## src/mqws_cfg.svh

```systemverilog
// Constants for the write-side queue selection block
`ifndef MQWS_CFG_SVH
`define MQWS_CFG_SVH

// ------------------------------------------------------------
// Address bus layout
// ------------------------------------------------------------
`define ADDR_W 8
`define QUEUE_MSB 4
`define QUEUE_LSB 0
`define DEV_MSB 7
`define DEV_LSB 5
`define DEV_ID_W 3
`define STAT_MSB 3
`define STAT_LSB 0
`define STAT_W 4

// ------------------------------------------------------------
// Queue, data and flag sizes
// ------------------------------------------------------------
`define QUEUES 32
`define DATA_W 36
`define FLAG_W 8
`define WORDS 4
`define WORD_IDX_W 2

// ------------------------------------------------------------
// Reset and idle values
// ------------------------------------------------------------
`define QUEUE_RST 5'h00
`define STAT_RST 4'h0
`define WORD_IDX_RST 2'h0
`define WORD_IDX_ONE 2'h1
`define FLAGS_IDLE 8'hff
`define STAT_HIGH_ZERO 2'h0

`endif

```

## src/mqws_pkg.sv

```systemverilog
// Types and shared decoding for the write-side queue selection block
`include "mqws_cfg.svh"

package mqws_pkg;

    // Flag bus operating mode
    typedef enum logic
    {
        FLAG_DIRECT = 1'b0,
        FLAG_POLLED = 1'b1
    } flag_mode_e;

    typedef logic [`QUEUE_MSB:`QUEUE_LSB] queue_t;
    typedef logic [`DEV_ID_W-1:0] dev_id_t;
    typedef logic [`STAT_W-1:0] stat_sel_t;

    // True when this device owns the address on the bus
    function automatic logic device_match(input logic expansion, input dev_id_t own_id,
                                          input dev_id_t addr_id);
        device_match = !expansion || (addr_id == own_id);
    endfunction : device_match

endpackage : mqws_pkg

```

## src/wr_word_if.sv

```systemverilog
// Carrier for enabled write words heading to the queue memory
`timescale 1ns/10ps

interface wr_word_if
    import mqws_pkg::*;
#(
    parameter int DATA_W = `DATA_W
);
    logic valid;
    logic ready;
    queue_t queue;
    logic [DATA_W-1:0] data;

    // Producer side
    modport src
    (
        output valid,
        output queue,
        output data,
        input ready
    );

    // Consumer side
    modport sink
    (
        input valid,
        input queue,
        input data,
        output ready
    );
endinterface : wr_word_if

```

## src/write_skid_buffer.sv

```systemverilog
// Two-entry skid buffer between the write port and the queue memory
`timescale 1ns/10ps

module write_skid_buffer
    import mqws_pkg::*;
#(
    parameter int DATA_W = `DATA_W
)
(
    input wire logic clk_i,
    input wire logic rst_i,
    wr_word_if.sink in_port,
    output logic out_valid_o,
    output queue_t out_queue_o,
    output logic [DATA_W-1:0] out_data_o,
    input wire logic out_ready_i
);
    logic skid_valid;
    queue_t skid_queue;
    logic [DATA_W-1:0] skid_data;
    logic accept;
    logic next_skid_valid;
    logic ready;

    assign in_port.ready = ready;
    assign accept = in_port.valid && ready;

    // Skid slot fills when output is stalled
    always_comb
    begin
        next_skid_valid = skid_valid;
        if (skid_valid && out_ready_i)
            next_skid_valid = 1'b0;
        else if (accept && out_valid_o && !out_ready_i)
            next_skid_valid = 1'b1;
    end

    // Output stage
    always_ff @(posedge clk_i or posedge rst_i)
    begin
        if (rst_i)
        begin
            out_valid_o <= 1'b0;
            out_queue_o <= `QUEUE_RST;
            out_data_o <= '0;
        end
        else if (!out_valid_o || out_ready_i)
        begin
            out_valid_o <= skid_valid || accept;
            out_queue_o <= skid_valid ? skid_queue : in_port.queue;
            out_data_o <= skid_valid ? skid_data : in_port.data;
        end
    end

    // Skid stage
    always_ff @(posedge clk_i or posedge rst_i)
    begin
        if (rst_i)
        begin
            skid_valid <= 1'b0;
            skid_queue <= `QUEUE_RST;
            skid_data <= '0;
        end
        else
        begin
            skid_valid <= next_skid_valid;
            if (accept && out_valid_o && !out_ready_i)
            begin
                skid_queue <= in_port.queue;
                skid_data <= in_port.data;
            end
        end
    end

    // Registered ready, low while skid slot is taken
    always_ff @(posedge clk_i or posedge rst_i)
    begin
        if (rst_i)
            ready <= 1'b1;
        else
            ready <= !next_skid_valid;
    end
endmodule : write_skid_buffer

```

## src/flag_status_mux.sv

```systemverilog
// Almost-full status word selection and polling
`timescale 1ns/10ps

module flag_status_mux
    import mqws_pkg::*;
#(
    parameter int QUEUES = `QUEUES
)
(
    input wire logic clk_i,
    input wire logic rst_i,
    input wire flag_mode_e mode_i,
    input wire logic select_i,
    input wire stat_sel_t sel_i,
    input wire logic [QUEUES-1:0] almost_full_i,
    output logic [`FLAG_W-1:0] flag_bus_n_o,
    output logic flag_sync_o
);
    logic [`FLAG_W-1:0] words [`WORDS];
    stat_sel_t sel;
    logic [`WORD_IDX_W-1:0] poll_idx;
    logic [`FLAG_W-1:0] next_word;

    // Status words, eight queues each
    for (genvar w = 0; w < `WORDS; w++)
    begin : g_word
        assign words[w] = almost_full_i[w*`FLAG_W +: `FLAG_W];
    end

    // Status word selector
    always_ff @(posedge clk_i or posedge rst_i)
    begin
        if (rst_i)
            sel <= `STAT_RST;
        else if (select_i)
            sel <= sel_i; // RULE_09
    end

    // Polling index cycles every clock in polled mode, held at zero in direct mode, no write enable needed
    always_ff @(posedge clk_i or posedge rst_i)
    begin
        if (rst_i)
            poll_idx <= `WORD_IDX_RST;
        else if (mode_i == FLAG_POLLED)
            poll_idx <= poll_idx + `WORD_IDX_ONE; // RULE_12
        else
            poll_idx <= `WORD_IDX_RST;
    end

    // Word to show next
    always_comb
    begin
        next_word = `FLAGS_IDLE;
        if (mode_i == FLAG_POLLED)
            next_word = ~words[poll_idx];
        else if (sel[`STAT_MSB:`WORD_IDX_W] == `STAT_HIGH_ZERO)
            next_word = ~words[sel[`WORD_IDX_W-1:0]];
    end

    // Registered flag bus, active low
    always_ff @(posedge clk_i or posedge rst_i)
    begin
        if (rst_i)
        begin
            flag_bus_n_o <= `FLAGS_IDLE;
            flag_sync_o <= 1'b0;
        end
        else
        begin
            flag_bus_n_o <= next_word;
            flag_sync_o <= (mode_i == FLAG_POLLED) && (poll_idx == `WORD_IDX_RST);
        end
    end

    // ------------------------------------------------------------
    // Checks
    // ------------------------------------------------------------
    status_select_a: assert property (@(posedge clk_i) disable iff (rst_i) // RULE_09
        select_i |=> (sel == $past(sel_i)))
        else $error("status word selector not captured");

    poll_cycle_a: assert property (@(posedge clk_i) disable iff (rst_i) // RULE_12
        (mode_i == FLAG_POLLED) ##1 (mode_i == FLAG_POLLED)
        |-> (poll_idx == $past(poll_idx) + `WORD_IDX_ONE))
        else $error("polled flag bus not cycling");
endmodule : flag_status_mux

```

## src/multi_queue_write_select.sv

```systemverilog
// Write-side queue selection and write enable logic of a multi-queue FIFO
//
// Overview of operation
// RULE_01: Write only when write enable sampled low
// RULE_02: Address strobe high captures new write queue
// RULE_03: Queue selection ignores write enable level
// RULE_04: New queue written from second edge after
// RULE_05: Selection edge and next write old queue
// RULE_06: Eight-bit address bus, queue or status
// RULE_07: Low five bits pick one of 32
// RULE_08: Expansion: top three bits match device ID
// RULE_09: Flag strobe captures status selector, drives bus
// RULE_10: Bit four ignored in status selection
// RULE_11: Status selection edge still writes old queue
// RULE_12: Flag bus runs without any write enable
// RULE_13: Writer holds strobe until programming done
// RULE_14: Chip select acts as second write enable
// RULE_15: Writer supplies free-running write clock
// RULE_16: Writer never raises both strobes together
`timescale 1ns/10ps

module multi_queue_write_select
    import mqws_pkg::*;
#(
    parameter int DATA_W = `DATA_W,
    parameter int QUEUES = `QUEUES
)
(
    input wire logic clk_i,
    input wire logic rst_i,
    input wire logic write_enable_n_i,
    input wire logic write_chip_select_n_i,
    input wire logic write_addr_strobe_i,
    input wire logic flag_status_strobe_i,
    input wire logic [`ADDR_W-1:0] write_queue_addr_i,
    input wire logic [DATA_W-1:0] data_i,
    input wire logic expansion_mode_i,
    input wire dev_id_t device_id_i,
    input wire flag_mode_e flag_mode_i,
    input wire logic [QUEUES-1:0] queue_almost_full_i,
    input wire logic queue_write_ready_i,
    output logic write_ready_o,
    output logic queue_write_valid_o,
    output queue_t queue_write_sel_o,
    output logic [DATA_W-1:0] queue_write_data_o,
    output logic [`FLAG_W-1:0] almost_full_flag_bus_n_o,
    output logic flag_sync_o,
    output logic device_selected_o
);
    // ------------------------------------------------------------
    // Address decode
    // ------------------------------------------------------------
    queue_t addr_queue;
    dev_id_t addr_dev;
    stat_sel_t addr_stat;
    logic addr_match;
    logic queue_select;
    logic status_select;

    // Split the dual-purpose address bus
    assign addr_queue = write_queue_addr_i[`QUEUE_MSB:`QUEUE_LSB]; // RULE_07
    assign addr_dev = write_queue_addr_i[`DEV_MSB:`DEV_LSB]; // RULE_06
    assign addr_stat = write_queue_addr_i[`STAT_MSB:`STAT_LSB]; // RULE_10
    assign addr_match = device_match(expansion_mode_i, device_id_i, addr_dev); // RULE_08

    // Selection events, write enable not consulted
    assign queue_select = write_addr_strobe_i; // RULE_03
    assign status_select = flag_status_strobe_i && addr_match; // RULE_09

    // ------------------------------------------------------------
    // Queue selection pipeline
    // ------------------------------------------------------------
    logic pend_valid;
    queue_t pend_queue;
    logic pend_match;
    queue_t cur_queue;
    logic dev_active;

    // First stage holds the freshly strobed address
    always_ff @(posedge clk_i or posedge rst_i)
    begin
        if (rst_i)
        begin
            pend_valid <= 1'b0;
            pend_queue <= `QUEUE_RST;
            pend_match <= 1'b0;
        end
        else
        begin
            pend_valid <= queue_select; // RULE_02
            if (queue_select)
            begin
                pend_queue <= addr_queue;
                pend_match <= addr_match;
            end
        end
    end

    // Second stage makes the selection current
    always_ff @(posedge clk_i or posedge rst_i)
    begin
        if (rst_i)
        begin
            cur_queue <= `QUEUE_RST;
            dev_active <= 1'b1;
        end
        else if (pend_valid)
        begin
            cur_queue <= pend_queue; // RULE_04
            dev_active <= pend_match; // RULE_08
        end
    end

    // Selection flag for the outside world
    always_ff @(posedge clk_i or posedge rst_i)
    begin
        if (rst_i)
            device_selected_o <= 1'b1;
        else if (pend_valid)
            device_selected_o <= pend_match;
    end

    // ------------------------------------------------------------
    // Write path
    // ------------------------------------------------------------
    wr_word_if #(.DATA_W(DATA_W)) wr ();
    logic write_req;
    logic push;

    // Both enables low, this device selected; current queue is the old one
    assign write_req = !write_enable_n_i && !write_chip_select_n_i && dev_active; // RULE_01 RULE_14
    assign wr.valid = write_req; // RULE_05 RULE_11
    assign wr.queue = cur_queue;
    assign wr.data = data_i;
    assign push = wr.valid && wr.ready;

    // Buffer absorbs stalls of the queue memory
    write_skid_buffer #(
        .DATA_W(DATA_W)
    ) u_buffer (
        .clk_i(clk_i),
        .rst_i(rst_i),
        .in_port(wr.sink),
        .out_valid_o(queue_write_valid_o),
        .out_queue_o(queue_write_sel_o),
        .out_data_o(queue_write_data_o),
        .out_ready_i(queue_write_ready_i)
    );

    // Ready toward the writer comes from a buffer flip-flop
    assign write_ready_o = wr.ready;

    // ------------------------------------------------------------
    // Flag status bus
    // ------------------------------------------------------------
    // Status word selected without any write enable
    flag_status_mux #(
        .QUEUES(QUEUES)
    ) u_flags (
        .clk_i(clk_i),
        .rst_i(rst_i),
        .mode_i(flag_mode_i),
        .select_i(status_select), // RULE_12
        .sel_i(addr_stat),
        .almost_full_i(queue_almost_full_i),
        .flag_bus_n_o(almost_full_flag_bus_n_o),
        .flag_sync_o(flag_sync_o)
    );

    // ------------------------------------------------------------
    // Checks
    // ------------------------------------------------------------
    write_enable_gate_a: assert property (@(posedge clk_i) disable iff (rst_i) // RULE_01
        write_enable_n_i |-> !push)
        else $error("write taken with write enable high");

    chip_select_gate_a: assert property (@(posedge clk_i) disable iff (rst_i) // RULE_14
        write_chip_select_n_i |-> !wr.valid)
        else $error("write taken with chip select high");

    queue_capture_a: assert property (@(posedge clk_i) disable iff (rst_i) // RULE_02
        (write_addr_strobe_i && addr_match)
        |-> ##2 (cur_queue == $past(write_queue_addr_i[`QUEUE_MSB:`QUEUE_LSB], 2)))
        else $error("strobed queue address not captured");

    select_no_enable_a: assert property (@(posedge clk_i) disable iff (rst_i) // RULE_03
        (write_addr_strobe_i && write_enable_n_i)
        |=> (pend_valid && (pend_queue == $past(write_queue_addr_i[`QUEUE_MSB:`QUEUE_LSB]))))
        else $error("selection depended on write enable");

    new_queue_write_a: assert property (@(posedge clk_i) disable iff (rst_i) // RULE_04
        (write_addr_strobe_i && addr_match) ##2 push
        |-> (wr.queue == $past(write_queue_addr_i[`QUEUE_MSB:`QUEUE_LSB], 2)))
        else $error("new queue not written two edges after selection");

    old_queue_hold_a: assert property (@(posedge clk_i) disable iff (rst_i) // RULE_05
        (write_addr_strobe_i && !pend_valid) |-> ##1 $stable(cur_queue))
        else $error("queue switched before second edge");

    device_id_match_a: assert property (@(posedge clk_i) disable iff (rst_i) // RULE_08
        (write_addr_strobe_i && expansion_mode_i && (addr_dev != device_id_i))
        |-> ##2 (!dev_active && !wr.valid))
        else $error("other device selection not honoured");

    status_edge_write_a: assert property (@(posedge clk_i) disable iff (rst_i) // RULE_11
        (status_select && write_req && wr.ready) |-> (push && (wr.queue == cur_queue)))
        else $error("write lost on status selection edge");

    status_addr_bit_a: assert property (@(posedge clk_i) disable iff (rst_i) // RULE_10
        (status_select && write_queue_addr_i[`QUEUE_MSB])
        |=> (u_flags.sel == $past(write_queue_addr_i[`STAT_MSB:`STAT_LSB])))
        else $error("status selector uses wrong address bits");
endmodule : multi_queue_write_select

```

## config.mk

```make
export PLATFORM = sky130hd
export DESIGN_NAME = multi_queue_write_select
export DESIGN_NICKNAME = d
export VERILOG_FILES = /design/src/mqws_pkg.sv /design/src/wr_word_if.sv /design/src/write_skid_buffer.sv /design/src/flag_status_mux.sv /design/src/multi_queue_write_select.sv
export VERILOG_INCLUDE_DIRS = /design/src
export SDC_FILE = /design/constraint.sdc
export NUM_CORES = 1
export LEC_CHECK = 0
export BUFFER_PORTS_ARGS = -buffer_cell sky130_fd_sc_hd__buf_2
export CORE_MARGIN = 2
export CORE_UTILIZATION = 45
export CTS_CLUSTER_DIAMETER = 150
export DETAILED_ROUTE_END_ITERATION = 16
export GPL_ROUTABILITY_DRIVEN = 0
export PLACE_DENSITY = 0.74
export SLEW_MARGIN = 15
export SYNTH_ARGS = -nofsm -noshare
export SYNTH_HDL_FRONTEND = slang
export SYNTH_SLANG_ARGS = --single-unit
```

## constraint.sdc

```tcl
create_clock -name clk_i -period 6.7 [get_ports clk_i]
set_input_delay 1.34 -clock clk_i [delete_from_list [all_inputs] [get_ports clk_i]]
set_output_delay 1.34 -clock clk_i [all_outputs]
set_load 0.05 [all_outputs]
```

==> metrics <==
Area Growth Syn to Fin=24.5%; Syn Nets=476; CP delay by family, top=flip-flops; crit path buf inv count=1; Worst-path clk slew=roughly 60 ps; nets@finish=approximately 600; Rows=39; clk_skew=10.0 ps; WP data arrival=1250 ps; Clock Tree Buf Depth=2; Starting DRT DRC Count=200; syn avg cell area=13.7 sq um; footprint of the multi-input gates=between 2000 and 2500 sq um; storage element area=~2800 sq um; vias after detailed routing=3538; metal3 WL=between 500 and 600 um; DIE WIDTH=112 um; Post-synth top cells=103 x dfrtp_1, 45 x nand2_1, 42 x o21ai_0; Residual DRC=0; cell area after synthesis=~5300 sq um; Final setup violation count=0; Hold Crit Class=reg -> reg; YS warnings=0; final setup margin=~4100 ps; Crit Path Max Fanout=3; fmax=0.386 GHz; CP required=5360 ps; fin crit period=2590 ps; area share of the largest cell type after synthesis=0.487; max incr delay on CP=570 ps; ys async rst share=1.00; Hold Buf Count CTS=0; initial antenna violation count=0; core area=around 11000 sq um; pre-CTS setup slack=3710 ps; Clk Latency, worst-skew pair=~400 ps; Max VDD drop=about 0.00021 V; Root Driver=clkbuf_16; IO buf count=140; total congestion overflow=0; Max Slew Vio Count=0; GRT Util Overall=0.180; sequential share of the synthesized area=0.537; worst relative slew slack=0.350; Final ANT Viol Nets=0; first-pass GRT wire length=17.8 mm; die height=112 um; largest family of logic cells by synthesized area=multiplexers; Synth cell types=32; Fin. Hold Viols=0; CP startpoint kind=flop; fill cell count=932; vias in the first global route=3631; most common cell in the netlist=dfrtp_1; RSZ-0062 raised after global routing=false; layout cells sized above 1=0.480; outcome=complete, no violations; DR vias/cell=between 5 and 6; wire length on met2=5.48 mm; top cells by area, synth=dfrtp_1 49%, mux2_4 11%, mux2i_1 7.8%, mux4_2 6.8%, dfstp_2 5.0%; Post-synth EDFFs=0; initial core utilization=0.461; H-tree depth=4; Total Wirelength=10.9 mm; met1 wire length=4.67 mm; Simple-Gate Fraction of Synth Area=0.0669; crit path cell chain=buf_2; Synth area leader=dfrtp_1; drt wl/cell=16.0 um; max layer used=met4; Worst-Margin Slew=between 900 and 1000 ps; Setup TNS=0 ps; CTS tree=yes; Max-cap violations=0; Leakage=3.02 nW; xor/xnor cell area share of the yosys netlist=0.00497; adder-cell share of the synthesized area=0.00236; Post-Synthesis Cells=387; CTS resizes=0; pwr/cell area=371 nW/um^2; I/O Pins=between 100 and 150; critical path class=reg -> out; Post-synth top flop=dfrtp_1; Post CTS Setup Buffer Count=0; clk sinks=113; largest net degree at the start of global routing=66; Slowest-stage cell, CP=dfstp_2; r2r setup slk=4830 ps; first drt pass iteration count=4; Num CTS Buffers=17; period utilisation layout=0.387; Die ar.=12600 sq um; Final HPWL DP=7.36 mm; multiplexer area fraction after synthesis=0.283; Synth Area in Compound Gates=0.0679; n_diodes=0; CP Capture Type=primary output; register bit count reported by yosys=113
[placed cells by master, fill, tap and decap left out, types with 8 or more instances in the layout]
| cell | Yosys | final |
|---|---|---|
| buf_2 | 7 | 140 |
| mux4_2 | 16 | 16 |
| dfrtp_1 | 103 | 102 |
| dfstp_2 | 10 | 10 |
| nand2_1 | 45 | 45 |
| clkbuf_16 | 0 | 17 |
| mux2_4 | 38 | 38 |
| mux2_2 | 14 | 14 |
| a22oi_1 | 8 | 8 |
| mux2i_1 | 41 | 41 |
| o21ai_0 | 42 | 42 |
[tightest hold or removal path, cell delays in order, from the launching register on]
cell and delay, ps:
dfrtp_1 330, nand2_1 40, o21ai_0 60
[metrics by stage]
| stage | utilization | instance area, sq um | hold WS (ps) | total power [mW] | std cells |
|---|---|---|---|---|---|
| 2_1_floorplan | - | 5290 | 459 | 1.46 | 387 |
| 3_5_place_dp | 0.525 | 6020 | 465 | 1.61 | 646 |
| 6_report | 0.574 | 6590 | 472 | 2.44 | 678 |
| 4_1_cts | 0.574 | 6590 | 478 | 2.46 | 678 |
| 3_3_place_gp | 0.525 | 6020 | 456 | 1.58 | 646 |
| 5_1_grt | 0.574 | 6590 | 500 | 2.56 | 678 |
[sequential cells by signal, indices dropped and copies added (netlist names)]
signal	count
pend_queue	5
u_buffer.skid_data	36
u_flags.flag_sync_o	1
u_buffer.skid_valid	1
u_buffer.in_port.ready	1
cur_queue	5
u_buffer.out_queue_o	5
device_selected_o	1
pend_valid	1
u_flags.sel	4
pend_match	1
u_flags.poll_idx	2
u_buffer.out_valid_o	1
u_buffer.skid_queue	5
u_buffer.out_data_o	36
u_flags.flag_bus_n_o	8
[power by group]
group / total (mW) / switching [mW] / internal, mW / leakage, nW
Clock: 0.843 / 0.314 / 0.529 / 0.260
Combinational: 0.611 / 0.333 / 0.278 / 1.40
Sequential: 0.986 / 0.121 / 0.866 / 1.35
[final timing paths]
kind                                    startpoint                 endpoint  cells after the start
max in group asynchronous                    rst_i      u_buffer.skid_valid                      3
max                              device_selected_o        device_selected_o                      1
min reg2reg                u_buffer.out_data_o[19]  u_buffer.out_data_o[19]                      2
max reg2reg                   u_buffer.out_valid_o   u_buffer.skid_data[11]                      3
min                        u_buffer.out_data_o[19]  u_buffer.out_data_o[19]                      2
min in group asynchronous                    rst_i   u_buffer.skid_data[35]                      2
[kinds of logic (layout without fill, tap and decap cells)]
family          count (synthesis)  count (layout)
xor+xnor                        3               3
compound gates                 61              61
simple gates                   69              69
buf+inv                        31             179
mux                           109             109
flops                         113             113
fa+ha+maj                       1               1
[per-layer routing]
metal	vias to the layer above	global-route usage
li1	1675	-
met1	1733	0.227
met2	115	0.300
met3	15	0.0518
met4	0	0.0577
met5	-	0
[final cells by class]
type	instances	area share
clock buffer	20	0.0694
clock inverter	12	0.0169
inverter	4	0.00266
multi-input combinational	243	0.343
sequential	113	0.432
tap	143	0.0272
timing repair buffer	143	0.110
Note: power is estimated with default switching activity, not from simulation.
